## config.mk

```make
export PLATFORM = sky130hd
export DESIGN_NAME = rca_regs
export DESIGN_NICKNAME = d
export VERILOG_FILES = /design/src/rca_pkg.sv /design/src/rca_alarm_if.sv /design/src/rca_alarm_ctl.sv /design/src/rca_regs.sv
export SDC_FILE = /design/constraint.sdc
export NUM_CORES = 1
export LEC_CHECK = 0
export BUFFER_PORTS_ARGS = -buffer_cell sky130_fd_sc_hd__buf_4
export CORE_MARGIN = 2
export CORE_UTILIZATION = 46
export DETAILED_ROUTE_END_ITERATION = 8
export PLACE_DENSITY_LB_ADDON = 0.15
export SYNTH_ARGS = -nofsm -noshare
export SYNTH_HDL_FRONTEND = slang
export SYNTH_HIERARCHICAL = 1
export SYNTH_SLANG_ARGS = --single-unit
```

## constraint.sdc

```tcl
create_clock -name i_ref_clk -period 1.9 [get_ports i_ref_clk]
set_input_delay 0.095 -clock i_ref_clk [delete_from_list [all_inputs] [get_ports i_ref_clk]]
set_output_delay 0.095 -clock i_ref_clk [all_outputs]
set_load 0.01 [all_outputs]
```

## src/rca_pkg.sv

```systemverilog
package rca_pkg;
    // register byte offsets on the plain register port
    localparam int RCA_AW = 4;
    localparam logic [RCA_AW-1:0] RCA_OFS_CTRL = 4'h0;
    localparam logic [RCA_AW-1:0] RCA_OFS_ALARM = 4'h4;
    localparam logic [RCA_AW-1:0] RCA_OFS_TIME = 4'h8;

    // control register bit positions
    localparam int RCA_CTL_ENABLE = 15;
    localparam int RCA_CTL_FREEZE = 14;
    localparam int RCA_CTL_IDLE_STOP = 13;
    localparam int RCA_CTL_OUT_SEL = 7;
    localparam int RCA_CTL_CLK_RUN = 6;
    localparam int RCA_CTL_UNLOCK = 3;
    localparam int RCA_CTL_RD_SYNC = 2;
    localparam int RCA_CTL_HALF = 1;
    localparam int RCA_CTL_OE = 0;

    // alarm control register bit positions
    localparam int RCA_ALM_EN = 15;
    localparam int RCA_ALM_CHIME = 14;
    localparam int RCA_ALM_PIV = 13;
    localparam int RCA_ALM_SYNC = 12;
    localparam int RCA_ALM_MASK_LO = 8;
    localparam int RCA_ALM_RPT_LO = 0;

    // seconds field inside the time value register
    localparam int RCA_SEC_LO = 8;
    localparam int RCA_SEC_HI = 14;

    // values after power-on reset
    localparam logic [31:0] RCA_RDATA_RST = 32'h0000_0000;
    localparam logic [7:0] RCA_RPT_RST = 8'h00;
    localparam logic [3:0] RCA_MASK_RST = 4'h0;
    localparam logic [3:0] RCA_SYNC_RST = 4'h0;
endpackage : rca_pkg

```

## src/rca_alarm_if.sv

```systemverilog
`timescale 1ns/1ps
// carries alarm register traffic between the control block and the alarm field logic
interface rca_alarm_if;
    logic wr;
    logic [15:0] wdata;
    logic event_p;
    logic sync_lvl;
    logic [15:0] rdata;
    logic pulse;
    modport ctl (output wr, output wdata, output event_p, output sync_lvl,
                 input rdata, input pulse);
    modport alarm (input wr, input wdata, input event_p, input sync_lvl,
                   output rdata, output pulse);
endinterface : rca_alarm_if

```

## src/rca_alarm_ctl.sv

```systemverilog
`timescale 1ns/1ps
module rca_alarm_ctl (
    input wire logic i_ref_clk,
    input wire logic i_nrst,
    rca_alarm_if.alarm bus
);
    import rca_pkg::*;

    typedef struct packed {
        logic en;
        logic chime;
        logic pulse_initial_value;
        logic [3:0] mask;
        logic [7:0] rpt;
        logic pulse;
    } rca_alm_s;

    rca_alm_s q;
    rca_alm_s d;

    // field updates; a software write lands after the hardware event so it wins
    always_comb begin
        d = q;
        if (!q.en) begin
            d.pulse = q.pulse_initial_value; // pulse idles at its initial value while disarmed
        end
        if (bus.event_p && q.en) begin
            d.pulse = ~q.pulse;
            if (q.rpt == 8'h00 && !q.chime) begin
                d.en = 1'b0;
            end else begin
                d.rpt = 8'(q.rpt - 8'h01); // chime lets the count wrap to 0xff
            end
        end
        if (bus.wr) begin
            d.en = bus.wdata[RCA_ALM_EN];
            d.chime = bus.wdata[RCA_ALM_CHIME];
            d.mask = bus.wdata[RCA_ALM_MASK_LO +: 4];
            d.rpt = bus.wdata[RCA_ALM_RPT_LO +: 8];
            if (!q.en) begin
                d.pulse_initial_value = bus.wdata[RCA_ALM_PIV]; // locked while the alarm is armed
            end
        end
    end

    // power-on reset only
    always_ff @(posedge i_ref_clk or negedge i_nrst) begin
        if (!i_nrst) begin
            q <= '{en: 1'b0, chime: 1'b0, pulse_initial_value: 1'b0, mask: RCA_MASK_RST,
                   rpt: RCA_RPT_RST, pulse: 1'b0};
        end else begin
            q <= d;
        end
    end

    // read view; sync flag is status only
    assign bus.rdata = {q.en, q.chime, q.pulse_initial_value, bus.sync_lvl, q.mask, q.rpt};
    assign bus.pulse = q.pulse;

    property p_auto_clear;
        @(posedge i_ref_clk) disable iff (!i_nrst)
        bus.event_p && q.en && q.rpt == 8'h00 && !q.chime && !bus.wr |=> !q.en;
    endproperty
    a_auto_clear: assert property (p_auto_clear)
        else $error("alarm enable not cleared at last alarm");

    property p_rpt_dec;
        @(posedge i_ref_clk) disable iff (!i_nrst)
        bus.event_p && q.en && q.rpt != 8'h00 && !bus.wr
            |=> q.en && q.rpt == 8'($past(q.rpt) - 8'h01);
    endproperty
    a_rpt_dec: assert property (p_rpt_dec)
        else $error("repeat count did not step down");

    property p_piv_lock;
        @(posedge i_ref_clk) disable iff (!i_nrst)
        q.en && bus.wr |=> q.pulse_initial_value == $past(q.pulse_initial_value);
    endproperty
    a_piv_lock: assert property (p_piv_lock)
        else $error("pulse initial value changed while armed");

    c_last_alarm: cover property (@(posedge i_ref_clk) disable iff (!i_nrst)
        bus.event_p && q.en && q.rpt == 8'h00 && !q.chime);
endmodule : rca_alarm_ctl

```

## src/rca_regs.sv

```systemverilog
`timescale 1ns/1ps
// Operation
// - control and alarm registers return to reset values only on power-on reset.
// - a write to the module enable bit is taken only while the write unlock bit reads 1.
// - the debug freeze bit is writable only in debug mode and is held at 0 otherwise.
// - the output source select reaches the pin only while clock output enable is 1.
// - the write unlock bit can be set only while the write sequence is enabled.
// - the half-second flag is read-only and clears when the seconds field is written in a cycle without a half-second tick.
// - the pin enable is clock output enable ANDed with the module enable at bit 15.
// - the half-second flag reads 1 in the second half of each second, 0 in the first.
// - select 1 routes the seconds clock to the pin, select 0 the alarm pulse.
// - time and date writes are accepted only while write unlock is 1.
module rca_regs (
    input wire logic i_ref_clk,
    input wire logic i_nrst,
    input wire logic [rca_pkg::RCA_AW-1:0] i_addr,
    input wire logic [31:0] i_wdata,
    input wire logic i_wr,
    input wire logic i_rd,
    output logic [31:0] o_rdata,
    input wire logic i_wr_seq_en,
    input wire logic i_debug_mode,
    input wire logic i_half_tick,
    input wire logic i_alarm_event,
    input wire logic i_sec_clk,
    input wire logic i_osc_running,
    input wire logic i_rollover_busy,
    input wire logic i_alarm_sync,
    output logic o_module_en,
    output logic o_debug_freeze,
    output logic o_idle_stop,
    output logic o_time_wr,
    output logic [31:0] o_time_wdata,
    output logic o_out_pin,
    output logic o_out_pin_oe_n
);
    import rca_pkg::*;

    // sync vector lanes: 0 seconds clock, 1 osc running, 2 rollover, 3 alarm sync
    typedef struct packed {
        logic [3:0] s1;
        logic [3:0] s2;
        logic en;
        logic debug_freeze;
        logic idle_stop;
        logic sel;
        logic unlock;
        logic half;
        logic oe;
        logic [31:0] rdata;
        logic time_wr;
        logic [31:0] time_data;
        logic pin;
        logic pin_oe_n;
    } rca_ctl_s;

    rca_ctl_s q;
    rca_ctl_s d;
    rca_alarm_if alm ();

    // address decode shared by the read and write paths
    function automatic logic hit(input logic [RCA_AW-1:0] a, input logic [RCA_AW-1:0] ofs);
        hit = (a == ofs);
    endfunction : hit

    logic wr_ctrl;
    logic wr_alarm;
    logic wr_time;
    logic [31:0] ctrl_view;

    // strobes qualified by address
    assign wr_ctrl = i_wr && hit(i_addr, RCA_OFS_CTRL);
    assign wr_alarm = i_wr && hit(i_addr, RCA_OFS_ALARM);
    assign wr_time = i_wr && hit(i_addr, RCA_OFS_TIME);

    // control register as software sees it; unimplemented bits read 0
    always_comb begin
        ctrl_view = 32'h0000_0000;
        ctrl_view[RCA_CTL_ENABLE] = q.en;
        ctrl_view[RCA_CTL_FREEZE] = q.debug_freeze;
        ctrl_view[RCA_CTL_IDLE_STOP] = q.idle_stop;
        ctrl_view[RCA_CTL_OUT_SEL] = q.sel;
        ctrl_view[RCA_CTL_CLK_RUN] = q.s2[1];
        ctrl_view[RCA_CTL_UNLOCK] = q.unlock;
        ctrl_view[RCA_CTL_RD_SYNC] = q.s2[2];
        ctrl_view[RCA_CTL_HALF] = q.half;
        ctrl_view[RCA_CTL_OE] = q.oe;
    end

    // alarm field logic rides the interface
    assign alm.wr = wr_alarm;
    assign alm.wdata = i_wdata[15:0];
    assign alm.event_p = i_alarm_event;
    assign alm.sync_lvl = q.s2[3];

    rca_alarm_ctl u_alarm (
        .i_ref_clk(i_ref_clk),
        .i_nrst(i_nrst),
        .bus(alm.alarm)
    );

    // next-state of all control state
    always_comb begin
        d = q;
        // pin-side levels cross through two flops before anything reads them
        d.s1 = {i_alarm_sync, i_rollover_busy, i_osc_running, i_sec_clk};
        d.s2 = q.s1;
        if (wr_ctrl) begin
            d.idle_stop = i_wdata[RCA_CTL_IDLE_STOP];
            d.sel = i_wdata[RCA_CTL_OUT_SEL];
            d.oe = i_wdata[RCA_CTL_OE];
            if (q.unlock) begin
                d.en = i_wdata[RCA_CTL_ENABLE];
            end
            if (i_wdata[RCA_CTL_UNLOCK]) begin
                d.unlock = q.unlock | i_wr_seq_en;
            end else begin
                d.unlock = 1'b0; // locking again needs no sequence
            end
            d.debug_freeze = i_wdata[RCA_CTL_FREEZE];
        end
        if (!i_debug_mode) begin
            d.debug_freeze = 1'b0;
        end
        // time writes pass on only while unlocked
        d.time_wr = wr_time && q.unlock;
        if (wr_time && q.unlock) begin
            d.time_data = i_wdata;
        end
        if (wr_time && q.unlock) begin
            d.half = 1'b0; // seconds rewrite restarts the second
        end
        if (i_half_tick) begin
            d.half = ~q.half; // tick wins over a same-cycle clear
        end
        // read data stands for exactly the cycle after the strobe
        d.rdata = 32'h0000_0000;
        if (i_rd) begin
            if (hit(i_addr, RCA_OFS_CTRL)) begin
                d.rdata = ctrl_view;
            end else if (hit(i_addr, RCA_OFS_ALARM)) begin
                d.rdata = {16'h0000, alm.rdata};
            end
        end
        // output pin: source mux only counts when enabled, disabled pin idles low
        d.pin_oe_n = ~(q.en & q.oe);
        d.pin = (q.en & q.oe) ? (q.sel ? q.s2[0] : alm.pulse) : 1'b0;
    end

    // only the power-on reset reaches this state; other resets are not wired
    always_ff @(posedge i_ref_clk or negedge i_nrst) begin
        if (!i_nrst) begin
            q <= '{s1: RCA_SYNC_RST, s2: RCA_SYNC_RST, en: 1'b0, debug_freeze: 1'b0,
                   idle_stop: 1'b0, sel: 1'b0, unlock: 1'b0, half: 1'b0,
                   oe: 1'b0, rdata: RCA_RDATA_RST, time_wr: 1'b0,
                   time_data: RCA_RDATA_RST, pin: 1'b0, pin_oe_n: 1'b1};
        end else begin
            q <= d;
        end
    end

    // outputs, all from flops
    assign o_rdata = q.rdata;
    assign o_module_en = q.en;
    assign o_debug_freeze = q.debug_freeze;
    assign o_idle_stop = q.idle_stop;
    assign o_time_wr = q.time_wr;
    assign o_time_wdata = q.time_data;
    assign o_out_pin = q.pin;
    assign o_out_pin_oe_n = q.pin_oe_n;

    property p_en_lock;
        @(posedge i_ref_clk) disable iff (!i_nrst)
        wr_ctrl && !q.unlock |=> q.en == $past(q.en);
    endproperty
    a_en_lock: assert property (p_en_lock)
        else $error("enable changed while locked");

    property p_unlock_seq;
        @(posedge i_ref_clk) disable iff (!i_nrst)
        !q.unlock && !i_wr_seq_en |=> !q.unlock;
    endproperty
    a_unlock_seq: assert property (p_unlock_seq)
        else $error("unlock set outside write sequence");

    property p_freeze;
        @(posedge i_ref_clk) disable iff (!i_nrst)
        !i_debug_mode |=> !q.debug_freeze;
    endproperty
    a_freeze: assert property (p_freeze)
        else $error("freeze bit set outside debug mode");

    property p_half_clr;
        @(posedge i_ref_clk) disable iff (!i_nrst)
        wr_time && q.unlock && !i_half_tick |=> !q.half;
    endproperty
    a_half_clr: assert property (p_half_clr)
        else $error("half-second flag not cleared by seconds write");

    property p_pin_oe;
        @(posedge i_ref_clk) disable iff (!i_nrst)
        ##1 o_out_pin_oe_n == !($past(q.en) && $past(q.oe));
    endproperty
    a_pin_oe: assert property (p_pin_oe)
        else $error("pin enable is not enable AND output enable");

    property p_route;
        @(posedge i_ref_clk) disable iff (!i_nrst)
        q.en && q.oe && q.sel |=> o_out_pin == $past(q.s2[0]);
    endproperty
    a_route: assert property (p_route)
        else $error("seconds clock not routed to pin");

    property p_time_lock;
        @(posedge i_ref_clk) disable iff (!i_nrst)
        wr_time && !q.unlock |=> !o_time_wr;
    endproperty
    a_time_lock: assert property (p_time_lock)
        else $error("time write passed while locked");

    property p_rd_ctrl;
        @(posedge i_ref_clk) disable iff (!i_nrst)
        i_rd && hit(i_addr, RCA_OFS_CTRL) |=> o_rdata[RCA_CTL_UNLOCK] == $past(q.unlock)
            ##1 o_rdata == 32'h0000_0000 || $past(i_rd);
    endproperty
    a_rd_ctrl: assert property (p_rd_ctrl)
        else $error("control read data wrong or held too long");

    c_unlock: cover property (@(posedge i_ref_clk) disable iff (!i_nrst)
        wr_ctrl && i_wdata[RCA_CTL_UNLOCK] && i_wr_seq_en);
    c_pin_on: cover property (@(posedge i_ref_clk) disable iff (!i_nrst)
        !o_out_pin_oe_n && o_out_pin);
endmodule : rca_regs

```

==> results of run 1 <==
## registers in the layout (all words and copies together) (netlist names)
register,count
u_alarm/bus.pulse,1
q,1
o_debug_freeze,1
o_time_wdata,32
ctrl_view,6
o_out_pin,1
o_rdata,16
alm.sync_lvl,1
o_module_en,1
o_out_pin_oe_n,1
o_time_wr,1
u_alarm/bus.rdata,15
d,4
o_idle_stop,1
## critical path: cells and delay by family, from the launching register on
family	cells	cell delay, ps
AOI/OAI and AO/OA	1	290
buffers and inverters	1	100
adders and majority gates	1	180
DFF	1	430
and+or+nand+nor	2	640
## cell usage after synthesis (4+ instances only)
library cell,number,area share (%)
sky130_fd_sc_hd__a22o_1,9,2.0
sky130_fd_sc_hd__a31oi_1,5,0.80
sky130_fd_sc_hd__and2_1,8,1.3
sky130_fd_sc_hd__buf_4,65,13
sky130_fd_sc_hd__clkbuf_1,4,0.39
sky130_fd_sc_hd__dfrtp_1,81,52
sky130_fd_sc_hd__inv_1,4,0.39
sky130_fd_sc_hd__mux2_2,13,3.8
sky130_fd_sc_hd__mux2_4,28,11
sky130_fd_sc_hd__nand2_1,8,0.77
sky130_fd_sc_hd__nand3_1,4,0.51
sky130_fd_sc_hd__nor2_1,11,1.1
sky130_fd_sc_hd__o21ai_0,4,0.51
## per-stage QoR
step	hold slack [ps]	setup WS, ps
2_1_floorplan	-201	94.3
3_3_place_gp	8.52	165
3_5_place_dp	10.2	79.8
4_1_cts	2.36	54.5
5_1_grt	4.29	8.81
6_report	10.7	144
## final cells by class
cell class,instances,area [µm²],share of cell area (%)
clock buffers,12,155,3.15
clock inverters,4,50.0,1.02
inverters,4,15.0,0.305
multi-input cells,151,1280,26.0
flip-flops and latches,82,2050,41.7
well taps,105,131,2.67
repair buffers,149,1240,25.2
## where the power goes
| group | internal [mW] | switching (mW) | total, mW |
|---|---|---|---|
| logic | 0.738 | 0.507 | 1.25 |
| registers | 2.05 | 0.250 | 2.31 |
| clock network | 0.677 | 0.626 | 1.30 |
## worst paths after layout
check	endpoint	from	cells past startpoint
setup / recovery	u_alarm/bus.rdata[15]	u_alarm/bus.rdata[0]	5
hold / removal	o_time_wdata[0]	i_wdata[0]	2
setup reg to reg	u_alarm/bus.rdata[15]	u_alarm/bus.rdata[0]	5
hold reg to reg	alm.sync_lvl	d[77]	0
max in group asynchronous	o_time_wdata[30]	i_nrst	3
min in group asynchronous	o_time_wdata[9]	i_nrst	2
## routing by layer
metal | routed length, µm | vias to the layer above
met2 | 3680 | 86
met1 | 3460 | 1213
met3 | 480 | 10
met5 | 0 | -
li1 | - | 1148
met4 | 129 | 0
## what timing repair did
item,CTS,global route
endpoints found under the setup margin,0,1
hold buffers,38,0
endpoints found under the hold margin,73,0
gates resized for setup,0,1
## cells by family after synthesis
logic type | after synthesis | share of synthesized area (%)
and+or+nand+nor | 54 | 8.36
adders and majority gates | 2 | 0.643
muxes | 44 | 15.3
other | 1 | 0.0964
DFF | 82 | 52.8
AOI/OAI and AO/OA | 34 | 6.72
buffers and inverters | 81 | 15.8
xor gates and xnor gates | 1 | 0.225
==> metrics.txt, run 1 <==
# TYPE chip_impl_metric gauge
chip_impl_metric{name="drcViolationCount",unit=""} 0
chip_impl_metric{name="global_route.usage.total",unit="%"} 17.4
chip_impl_metric{name="period_share",unit="%"} 92.4
chip_impl_metric{name="grtUsageMet2",unit="%"} 27.0
chip_impl_info{name="layout.cells.most_common",value="sky130_fd_sc_hd__buf_4"} 1
chip_impl_metric{name="critPathRequiredTime",unit="ps"} 2140
chip_impl_metric{name="synthCells",unit=""} 299
chip_impl_metric{name="grtUsageMet3",unit="%"} 4.07
chip_impl_metric{name="max_fanout_on_critical_path",unit=""} 6
chip_impl_metric{name="final_core_utilization",unit="%"} 59.9
chip_impl_metric{name="syn2layout_area_growth",unit="%"} 26.5
chip_impl_metric{name="cts.sink_count",unit=""} 82
chip_impl_metric{name="antenna_cells_inserted",unit=""} 0
chip_impl_metric{name="ys.warnings.count",unit=""} 6
chip_impl_metric{name="overflow",unit=""} 0
chip_impl_metric{name="finish.cell_count_without_fillers",unit=""} 507
chip_impl_info{name="cpMaxStageDelayCell",value="sky130_fd_sc_hd__or4b_1"} 1
chip_impl_metric{name="wl_per_cell",unit="µm"} 15.3
chip_impl_info{name="cp-start-kind",value="flop"} 1
chip_impl_metric{name="num_io_pins",unit=""} 118
chip_impl_metric{name="maxSlewHeadroom",unit="%"} 56.8
chip_impl_metric{name="clk_transition_reported_paths",unit="ps"} 80
chip_impl_metric{name="first_global_vias",unit=""} 2469
chip_impl_metric{name="worst-slew-pin-transition",unit="ps"} 639
chip_impl_metric{name="powerDensity",unit="mW/mm²"} 986
chip_impl_metric{name="std_cell_rows",unit=""} 33
chip_impl_metric{name="port_buffers",unit=""} 101
chip_impl_metric{name="number_of_antenna_violating_nets_in_the_routed_design",unit=""} 0
chip_impl_metric{name="drive_gt1_share",unit="%"} 43.0
chip_impl_metric{name="max_clock_freq",unit="GHz"} 0.570
chip_impl_info{name="hold_path.class",value="input port to flop"} 1
chip_impl_metric{name="dr_total_vias",unit=""} 2457
chip_impl_info{name="busiest_layer",value="met2"} 1
chip_impl_metric{name="cts-root-to-sink-buffers",unit=""} 2
chip_impl_metric{name="routabilityCongestion",unit=""} 0.860
chip_impl_metric{name="drtPass1Iterations",unit=""} 4
chip_impl_metric{name="n_fill_cell",unit=""} 676
chip_impl_info{name="crit_chain",value="inv_1 > ha_1 > or4b_1 > o311ai_1 > nand2_1"} 1
chip_impl_metric{name="cts-buffers-inserted",unit=""} 9
chip_impl_metric{name="stdcell_area",unit="mm²"} 0.00492
chip_impl_metric{name="placeableCoreArea",unit="mm²"} 0.00822
chip_impl_info{name="timing_worst_setup_path_type",value="flop to flop"} 1
chip_impl_info{name="mostFrequentLayoutCells",value="sky130_fd_sc_hd__buf_4 (109), sky130_fd_sc_hd__dfrtp_1 (81), sky130_fd_sc_hd__dlygate4sd3_1 (38)"} 1
chip_impl_metric{name="die_height",unit="µm"} 96.0
chip_impl_metric{name="num-nets-final",unit=""} 447
chip_impl_metric{name="synth.yosys.seq_area_share",unit="%"} 52.8
chip_impl_metric{name="initial_utilization",unit="%"} 47.3
chip_impl_metric{name="static-leakage-power",unit="nW"} 2.43
chip_impl_metric{name="synth.ff_latch_count",unit=""} 82
chip_impl_info{name="run_status",value="finished clean"} 1
chip_impl_metric{name="total_power",unit="mW"} 4.85
chip_impl_info{name="crit_end_element",value="flop"} 1
chip_impl_metric{name="finalHoldViolCount",unit=""} 0
chip_impl_info{name="cts_root_buffer",value="sky130_fd_sc_hd__clkbuf_8"} 1
chip_impl_metric{name="skew",unit="ps"} 2.97
chip_impl_info{name="grt_setup_unrepaired",value="no"} 1
chip_impl_metric{name="setup_tns",unit="ps"} 0
chip_impl_metric{name="synth-async-reset-ratio",unit="%"} 100
chip_impl_info{name="tritoncts_clock_tree",value="done"} 1
chip_impl_metric{name="placed_area",unit="mm²"} 0.00434
chip_impl_metric{name="fp.dieArea",unit="mm²"} 0.00921
chip_impl_metric{name="maximum_number_of_pins_on_one_net_before_global_route_repair",unit=""} 61
chip_impl_metric{name="drt_iter0_drc",unit=""} 70
chip_impl_metric{name="groute.layer.met1.usage",unit="%"} 23.3
chip_impl_metric{name="timing.final.setup_violations",unit=""} 0
chip_impl_metric{name="post_cts_buffers",unit=""} 0
chip_impl_metric{name="routed_wirelength",unit="µm"} 7760
chip_impl_metric{name="initial_antenna_violation_count",unit=""} 0
chip_impl_metric{name="syn_area_per_cell",unit="µm²"} 13.0
chip_impl_metric{name="cp_slowest_stage_delay",unit="ps"} 550
chip_impl_metric{name="drv_cap",unit=""} 0
chip_impl_metric{name="synth_enable_flop_cells",unit=""} 0
chip_impl_metric{name="dieWidth",unit="µm"} 96.0
chip_impl_metric{name="synth.cell_area",unit="mm²"} 0.00389
chip_impl_metric{name="grt_first_pass_wirelength",unit="µm"} 12000
chip_impl_metric{name="synth_cell_type_count",unit=""} 51
chip_impl_metric{name="place.detailed.instances",unit=""} 453
chip_impl_metric{name="post-route-min-period",unit="ps"} 1760
chip_impl_metric{name="arrival",unit="ps"} 2000
chip_impl_metric{name="place_hpwl",unit="µm"} 5170
chip_impl_metric{name="regToRegSetupSlack",unit="ps"} 140
chip_impl_metric{name="timing_max_transition_violations_final",unit=""} 0
chip_impl_metric{name="clk-insertion-delay-late",unit="ps"} 350
chip_impl_metric{name="detail_route.vias_per_cell",unit=""} 4.85
chip_impl_info{name="ys.flop_type",value="sky130_fd_sc_hd__dfrtp_1"} 1
chip_impl_metric{name="clock_tree.htree_level_count",unit=""} 3
chip_impl_metric{name="vdd_drop_max",unit="V"} 0.000394
No activity file was read; power rests on OpenSTA's default activity.
==> run 2: changes to the inputs <==
Settings changed: CORE_UTILIZATION 46 to 51.
Clock period 1.9 ns to 1.7 ns, I/O delays scaled along.
==> run 2 against run 1 <==
Against the previous run: design area up 1.8%; highest routed layer unchanged; cell count up 0.99%; total power up 13%.
==> metrics.txt, run 2 (synthesis gave the netlist of run 1 again) <==
# TYPE chip_impl_metric gauge
chip_impl_metric{name="switching_power_of_the_nets",unit="mW"} 1.55
chip_impl_info{name="crit_end_element",value="flop"} 1
chip_impl_info{name="layout.cells.most_common",value="sky130_fd_sc_hd__buf_4"} 1
chip_impl_metric{name="clock_tree.htree_level_count",unit=""} 3
chip_impl_metric{name="cts.sink_count",unit=""} 82
chip_impl_metric{name="clk-insertion-delay-late",unit="ps"} 340
chip_impl_metric{name="fp.dieArea",unit="mm²"} 0.00834
chip_impl_metric{name="static-leakage-power",unit="nW"} 2.48
chip_impl_metric{name="post-route-min-period",unit="ps"} 1650
chip_impl_metric{name="arrival",unit="ps"} 1850
chip_impl_metric{name="syn2layout_area_growth",unit="%"} 28.8
chip_impl_metric{name="initial_utilization",unit="%"} 53.1
chip_impl_metric{name="wl_per_cell",unit="µm"} 15.2
chip_impl_metric{name="cts-root-to-sink-buffers",unit=""} 2
chip_impl_metric{name="finish.cell_count_without_fillers",unit=""} 512
chip_impl_metric{name="placeableCoreArea",unit="mm²"} 0.00733
chip_impl_info{name="mostFrequentLayoutCells",value="sky130_fd_sc_hd__buf_4 (121), sky130_fd_sc_hd__dfrtp_1 (81), sky130_fd_sc_hd__dlygate4sd3_1 (38)"} 1
chip_impl_metric{name="skew",unit="ps"} 7.10
chip_impl_metric{name="timing_max_transition_violations_final",unit=""} 0
chip_impl_metric{name="power.internal",unit="mW"} 3.92
chip_impl_metric{name="cts-buffers-inserted",unit=""} 9
chip_impl_metric{name="largest_register_ffs",unit=""} 32
chip_impl_metric{name="period_share",unit="%"} 96.9
chip_impl_metric{name="max_fanout_on_critical_path",unit=""} 4
chip_impl_metric{name="clk_transition_reported_paths",unit="ps"} 80
chip_impl_metric{name="std_cell_rows",unit=""} 31
chip_impl_metric{name="place.detailed.instances",unit=""} 459
chip_impl_metric{name="critPathRequiredTime",unit="ps"} 1910
chip_impl_metric{name="routed_wirelength",unit="µm"} 7800
chip_impl_metric{name="regToRegSetupSlack",unit="ps"} 50
chip_impl_metric{name="grtUsageMet2",unit="%"} 32.2
chip_impl_metric{name="number_of_antenna_violating_nets_in_the_routed_design",unit=""} 0
chip_impl_metric{name="initial_antenna_violation_count",unit=""} 0
chip_impl_info{name="hold_path.class",value="input port to flop"} 1
chip_impl_metric{name="clock_network_fraction_of_design_power",unit="%"} 23.8
chip_impl_metric{name="timing.final.setup_violations",unit=""} 0
chip_impl_info{name="cts_root_buffer",value="sky130_fd_sc_hd__clkbuf_8"} 1
chip_impl_info{name="timing_worst_setup_path_type",value="flop to flop"} 1
chip_impl_metric{name="port_buffers",unit=""} 101
chip_impl_metric{name="grt_first_pass_wirelength",unit="µm"} 13000
chip_impl_metric{name="vdd_drop_max",unit="V"} 0.000491
chip_impl_metric{name="drt_iter0_drc",unit=""} 100
chip_impl_metric{name="power.share.combinational",unit="%"} 29.8
chip_impl_info{name="run_status",value="finished clean"} 1
chip_impl_metric{name="place_hpwl",unit="µm"} 5220
chip_impl_info{name="busiest_layer",value="met2"} 1
chip_impl_metric{name="grtUsageMet3",unit="%"} 5.64
chip_impl_metric{name="setup_tns",unit="ps"} 0
chip_impl_metric{name="global_route.usage.total",unit="%"} 20.1
chip_impl_info{name="tritoncts_clock_tree",value="done"} 1
chip_impl_metric{name="groute.layer.met1.usage",unit="%"} 27.0
chip_impl_metric{name="powerDensity",unit="mW/mm²"} 1090
chip_impl_metric{name="num-nets-final",unit=""} 460
chip_impl_info{name="grt_setup_unrepaired",value="yes"} 1
chip_impl_metric{name="routabilityCongestion",unit=""} 0.861
chip_impl_metric{name="seq_power_share",unit="%"} 46.4
chip_impl_metric{name="drcViolationCount",unit=""} 0
chip_impl_metric{name="antenna_cells_inserted",unit=""} 0
chip_impl_metric{name="dieWidth",unit="µm"} 91.3
chip_impl_metric{name="drv_cap",unit=""} 0
chip_impl_metric{name="drive_gt1_share",unit="%"} 45.8
chip_impl_metric{name="swShare",unit="%"} 28.4
chip_impl_info{name="cp-start-kind",value="flop"} 1
chip_impl_metric{name="drtPass1Iterations",unit=""} 4
chip_impl_metric{name="n_fill_cell",unit=""} 555
chip_impl_metric{name="maximum_number_of_pins_on_one_net_before_global_route_repair",unit=""} 53
chip_impl_metric{name="num_io_pins",unit=""} 118
chip_impl_metric{name="die_height",unit="µm"} 91.3
chip_impl_metric{name="max_clock_freq",unit="GHz"} 0.607
chip_impl_metric{name="detail_route.vias_per_cell",unit=""} 4.87
chip_impl_metric{name="finalHoldViolCount",unit=""} 0
chip_impl_metric{name="first_global_vias",unit=""} 2517
chip_impl_metric{name="dr_total_vias",unit=""} 2494
chip_impl_metric{name="overflow",unit=""} 0
[run 2: cell types whose count changed in the layout (fill, tap and decap cells not counted), sizes merged]
cell,previous run,this run
clkbuf,12,11
buf,111,124
clkinvlp,2,1
[run 2: final timing paths]
| kind | startpoint | cells after the start | end |
|---|---|---|---|
| max | u_alarm/bus.rdata[1] | 6 | u_alarm/bus.rdata[4] |
| min reg2reg | d[76] | 0 | ctrl_view[2] |
| max in group asynchronous | i_nrst | 3 | u_alarm/bus.rdata[0] |
| min in group asynchronous | i_nrst | 3 | o_out_pin |
| min | i_wdata[0] | 2 | o_time_wdata[0] |
| max reg2reg | u_alarm/bus.rdata[1] | 6 | u_alarm/bus.rdata[4] |
[run 2: layout make-up]
class	count	area, µm²	area share, %
multi-input cells	151	1300	26.0
clock inverters	3	42.5	0.849
inverters	4	15.0	0.300
clock buffers	11	131	2.62
repair buffers	162	1340	26.7
well taps	99	124	2.47
flip-flops and latches	82	2050	41.0
[run 2: per-stage QoR]
| stage | util (%) | power (mW) | setup WS (ps) | hold slack [ps] | cell area [µm²] |
|---|---|---|---|---|---|
| 3_5_place_dp | 60.3 | 4.04 | 21.5 | 90.2 | 4420 |
| 4_1_cts | 67.8 | 5.43 | 11.7 | 10.4 | 4970 |
| 2_1_floorplan | - | 3.56 | -38.7 | -211 | 3950 |
| 6_report | 68.3 | 5.47 | 52.2 | 19.4 | 5010 |
| 5_1_grt | 68.3 | 5.81 | -6.33 | 6.65 | 5010 |
| 3_3_place_gp | 60.3 | 3.99 | 94.7 | 89.7 | 4420 |
[run 2: critical path, stage by stage, from the launching register on]
cell	delay, ps
sky130_fd_sc_hd__dfrtp_1	390
sky130_fd_sc_hd__inv_2	80
sky130_fd_sc_hd__ha_4	140
sky130_fd_sc_hd__or4b_4	470
sky130_fd_sc_hd__buf_6	140
sky130_fd_sc_hd__o211ai_1	170
sky130_fd_sc_hd__a31oi_1	110
[run 2: layer usage]
metal  part of all wire, %  up-vias
met5                     0        -
met4                  0.87        0
met3                   4.9        5
met2                    49       84
met1                    45     1223
li1                      -     1182
[run 2: power by group through the flow]
stage / Combinational, mW / Clock [mW] / Sequential, mW
4_1_cts: 1.55 / 1.35 / 2.52
2_1_floorplan: 1.02 / 0 / 2.54
6_report: 1.63 / 1.30 / 2.54
3_3_place_gp: 1.46 / 0 / 2.54
3_5_place_dp: 1.48 / 0 / 2.56
5_1_grt: 1.77 / 1.45 / 2.59
[run 2: repair_timing]
item | 4_1_cts | 5_1_grt
endpoints found under the setup margin | 0 | 7
hold endpoints to repair | 130 | 0
gates resized for setup | 0 | 9
setup buffers | 0 | 1
hold buffers | 38 | 0
==> run 3: changes to the inputs <==
Settings changed: CORE_UTILIZATION 51 to 46, REMOVE_ABC_BUFFERS set to 1, SYNTH_HIERARCHICAL 1 to not set.
Clock period 1.7 ns to 1.3 ns, I/O delays scaled along.
==> run 3 against run 2 <==
Against the previous run: the flow now finishes with violations (negative setup slack); total power is 42% higher; maximum frequency is 4.4% higher; combinational power is 37% higher; global-route usage is 0.26 points lower; critical path type unchanged; largest power group unchanged.
==> metrics.txt, run 3 <==
# TYPE chip_impl_metric gauge
chip_impl_info{name="run_status",value="finished, violations left"} 1
chip_impl_info{name="violations",value="negative setup slack"} 1
chip_impl_metric{name="swShare",unit="%"} 27.1
chip_impl_metric{name="dieWidth",unit="µm"} 93.2
chip_impl_metric{name="syn_area_per_cell",unit="µm²"} 12.9
chip_impl_metric{name="worst_hold_path.num_cells",unit=""} 4
chip_impl_metric{name="num_io_pins",unit=""} 118
chip_impl_info{name="synth.top_cells.by_count",value="sky130_fd_sc_hd__dfrtp_1 (81), sky130_fd_sc_hd__buf_4 (67), sky130_fd_sc_hd__mux2_2 (40)"} 1
chip_impl_metric{name="synth_cell_type_count",unit=""} 38
chip_impl_metric{name="initial_utilization",unit="%"} 47.4
chip_impl_metric{name="drtPass1Iterations",unit=""} 4
chip_impl_info{name="synth_most_common_cell",value="sky130_fd_sc_hd__dfrtp_1"} 1
chip_impl_info{name="timing_worst_setup_path_type",value="flop to flop"} 1
chip_impl_info{name="cpMaxStageDelayCell",value="sky130_fd_sc_hd__or4_1"} 1
chip_impl_metric{name="synth_enable_flop_cells",unit=""} 0
chip_impl_metric{name="overflow",unit=""} 0
chip_impl_metric{name="worstPathBufferInverterCount",unit=""} 0
chip_impl_metric{name="port_buffers",unit=""} 101
chip_impl_info{name="crit_end_element",value="flop"} 1
chip_impl_info{name="cp-start-kind",value="flop"} 1
chip_impl_metric{name="static-leakage-power",unit="nW"} 2.63
chip_impl_metric{name="global_route.usage.total",unit="%"} 19.9
chip_impl_info{name="min_delay_worst_endpoint",value="u_alarm.bus.rdata[15]"} 1
chip_impl_metric{name="synth.cell_area",unit="mm²"} 0.00366
chip_impl_info{name="crit_family",value="simple AND/OR/NAND/NOR gates"} 1
chip_impl_metric{name="first_global_vias",unit=""} 2636
chip_impl_metric{name="vdd_drop_max",unit="V"} 0.000776
chip_impl_info{name="yosys-top-cells-area",value="sky130_fd_sc_hd__dfrtp_1 (55%), sky130_fd_sc_hd__buf_4 (14%), sky130_fd_sc_hd__mux2_2 (12%)"} 1
chip_impl_metric{name="stdcell_area",unit="mm²"} 0.00539
chip_impl_metric{name="post-route-min-period",unit="ps"} 1580
chip_impl_metric{name="placeableCoreArea",unit="mm²"} 0.00773
chip_impl_metric{name="clock_tree.htree_level_count",unit=""} 3
chip_impl_info{name="ys.flop_type",value="sky130_fd_sc_hd__dfrtp_1"} 1
chip_impl_info{name="worst_r2r_startpoint",value="u_alarm.bus.rdata[5]"} 1
chip_impl_metric{name="clk_transition_reported_paths",unit="ps"} 80
chip_impl_info{name="worst_hold_start",value="i_alarm_event"} 1
chip_impl_metric{name="syn2layout_area_growth",unit="%"} 47.1
chip_impl_metric{name="finish.cell_count_without_fillers",unit=""} 528
chip_impl_metric{name="initial_antenna_violation_count",unit=""} 0
chip_impl_metric{name="detail_route.vias_per_cell",unit=""} 4.76
chip_impl_metric{name="drive_gt1_share",unit="%"} 54.2
chip_impl_metric{name="cp_slowest_stage_delay",unit="ps"} 490
chip_impl_metric{name="critPathRequiredTime",unit="ps"} 1560
chip_impl_metric{name="cts.sink_count",unit=""} 82
chip_impl_info{name="cts_root_buffer",value="sky130_fd_sc_hd__clkbuf_8"} 1
chip_impl_metric{name="drt_iter0_drc",unit=""} 77
chip_impl_metric{name="routed_wirelength",unit="µm"} 8310
chip_impl_metric{name="depth_of_the_worst_register_to_register_path",unit=""} 4
chip_impl_metric{name="sequential_cell_area",unit="mm²"} 0.00206
chip_impl_metric{name="clk-insertion-delay-late",unit="ps"} 340
chip_impl_metric{name="timing_max_transition_violations_final",unit=""} 0
chip_impl_metric{name="max_clock_freq",unit="GHz"} 0.633
chip_impl_info{name="synth_area_leader_cell",value="sky130_fd_sc_hd__dfrtp_1"} 1
chip_impl_metric{name="routabilityCongestion",unit=""} 0.803
chip_impl_metric{name="cts-root-to-sink-buffers",unit=""} 2
chip_impl_metric{name="arrival",unit="ps"} 1840
chip_impl_metric{name="skew",unit="ps"} 5.77
chip_impl_metric{name="synth.yosys.seq_area_share",unit="%"} 56.0
chip_impl_metric{name="std_cell_rows",unit=""} 32
chip_impl_metric{name="drv_cap",unit=""} 0
chip_impl_metric{name="seq_power_share",unit="%"} 43.3
chip_impl_metric{name="place.detailed.instances",unit=""} 462
chip_impl_metric{name="place_hpwl",unit="µm"} 4970
chip_impl_info{name="layout.cells.most_common",value="sky130_fd_sc_hd__buf_4"} 1
chip_impl_metric{name="largest_register_ffs",unit=""} 32
chip_impl_metric{name="clock_network_fraction_of_design_power",unit="%"} 27.9
chip_impl_metric{name="total_power",unit="mW"} 7.78
chip_impl_metric{name="dr_total_vias",unit=""} 2515
chip_impl_info{name="tritoncts_clock_tree",value="done"} 1
chip_impl_metric{name="power.share.combinational",unit="%"} 28.8
chip_impl_metric{name="powerDensity",unit="mW/mm²"} 1440
chip_impl_metric{name="synthCells",unit=""} 283
chip_impl_info{name="grt_setup_unrepaired",value="yes"} 1
chip_impl_metric{name="cts-buffers-inserted",unit=""} 9
chip_impl_metric{name="placed_area",unit="mm²"} 0.00436
chip_impl_info{name="worst_r2r_endpoint",value="u_alarm.bus.rdata[7]"} 1
chip_impl_metric{name="number_of_antenna_violating_nets_in_the_routed_design",unit=""} 0
chip_impl_metric{name="period_share",unit="%"} 121
chip_impl_metric{name="die_height",unit="µm"} 93.2
chip_impl_metric{name="drcViolationCount",unit=""} 0
chip_impl_info{name="crit_chain",value="nor4_4 > o21ai_1 > or4_1 > a31oi_1"} 1
chip_impl_info{name="hold_path.class",value="input port to flop"} 1
chip_impl_metric{name="multi_input_comb_area",unit="mm²"} 0.00138
chip_impl_metric{name="finalHoldViolCount",unit=""} 0
chip_impl_metric{name="switching_power_of_the_nets",unit="mW"} 2.11
chip_impl_metric{name="power.internal",unit="mW"} 5.67
chip_impl_metric{name="timing.final.setup_violations",unit=""} 42
chip_impl_metric{name="ys.warnings.count",unit=""} 0
chip_impl_metric{name="grt_first_pass_wirelength",unit="µm"} 13300
chip_impl_metric{name="synth_top_area_share",unit="%"} 55.3
chip_impl_metric{name="n_fill_cell",unit=""} 570
chip_impl_metric{name="antenna_cells_inserted",unit=""} 0
chip_impl_info{name="mostFrequentLayoutCells",value="sky130_fd_sc_hd__buf_4 (133), sky130_fd_sc_hd__dfrtp_1 (78), sky130_fd_sc_hd__dlygate4sd3_1 (40)"} 1
chip_impl_metric{name="regToRegSetupSlack",unit="ps"} -280
chip_impl_metric{name="maximum_number_of_pins_on_one_net_before_global_route_repair",unit=""} 51
chip_impl_metric{name="num-nets-final",unit=""} 471
chip_impl_metric{name="postLayoutSetupSlackWorst",unit="ps"} -279
chip_impl_metric{name="synth-async-reset-ratio",unit="%"} 100
chip_impl_metric{name="wl_per_cell",unit="µm"} 15.7
chip_impl_metric{name="fp.dieArea",unit="mm²"} 0.00869
chip_impl_metric{name="max_fanout_on_critical_path",unit=""} 3
chip_impl_metric{name="synth.ff_latch_count",unit=""} 82
==> run 3: through the flow <==
step	setup slack, ps	hold slack [ps]	util, %	TNS [ps]
4_1_cts	-268	44.8	69.4	-3520
6_report	-279	80.3	69.8	-4220
3_3_place_gp	-375	-49.1	56.4	-16670
5_1_grt	-373	84.9	69.8	-6380
2_1_floorplan	-1060	-231	-	-41990
3_5_place_dp	-450	-45.6	56.4	-17740
==> run 3: worst min-delay path: stages <==
cell,delay [ps]
sky130_fd_sc_hd__buf_4,140
sky130_fd_sc_hd__nand3_2,70
sky130_fd_sc_hd__nand3_2,60
sky130_fd_sc_hd__o21ai_1,60
==> run 3: power by group through the flow <==
| stage | sequential, mW | clock (mW) | combinational [mW] |
|---|---|---|---|
| 2_1_floorplan | 3.45 | 0 | 0.652 |
| 3_3_place_gp | 3.33 | 0 | 1.73 |
| 3_5_place_dp | 3.35 | 0 | 1.77 |
| 4_1_cts | 3.35 | 2.21 | 2.15 |
| 5_1_grt | 3.42 | 2.31 | 2.44 |
| 6_report | 3.37 | 2.17 | 2.24 |
==> run 3: logic make-up (layout without fill, tap and decap cells) <==
kind of cell    count (synthesis)  count (layout)  share of synthesized area, %
mux                            47              47                          14.8
simple gates                   41              41                          6.93
buf+inv                        76             204                          14.9
other cells                     1              16                         0.102
compound gates                 30              30                          5.60
fa+ha+maj                       2               2                         0.683
xor+xnor                        4               4                         0.956
flops                          82              82                          56.0
==> run 3: final cells by class <==
class	instances	share of cell area (%)
clock inverter	5	1.90
clock buffer	11	2.44
multi-input combinational	140	25.6
sequential	82	38.2
timing repair buffer	184	29.2
inverter	4	0.279
tap	102	2.37
==> run 3: repair_timing <==
item                                    in CTS  in global routing
hold buffers                                40                  0
resized for setup                           61                 23
hold endpoints to repair                   138                  0
buffers inserted                             8                  3
gates cloned                                 4                  0
pin swaps                                   14                  6
endpoints found under the setup margin      41                 46
==> run 3: worst max-delay path by stage <==
stage	start	cells after the start	slack [ps]	endpoint
finish	u_alarm.bus.rdata[5]	4	-280	u_alarm.bus.rdata[7]
floorplan	i_addr[1]	3	-1060	o_time_wdata[0]
global route	u_alarm.bus.rdata[5]	4	-370	u_alarm.bus.rdata[7]
detailed placement	u_alarm.bus.rdata[0]	6	-450	u_alarm.bus.rdata[1]
global placement	i_addr[1]	6	-370	o_time_wdata[6]
CTS	u_alarm.bus.rdata[5]	4	-270	u_alarm.bus.rdata[7]
==> run 3: per-layer routing <==
layer | up-vias | wire, µm | global-route usage (%)
li1 | 1163 | - | -
met1 | 1267 | 3610 | 26.1
met2 | 81 | 4180 | 32.8
met3 | 4 | 485 | 5.48
met4 | 0 | 36 | 4.78
met5 | - | 0 | 0
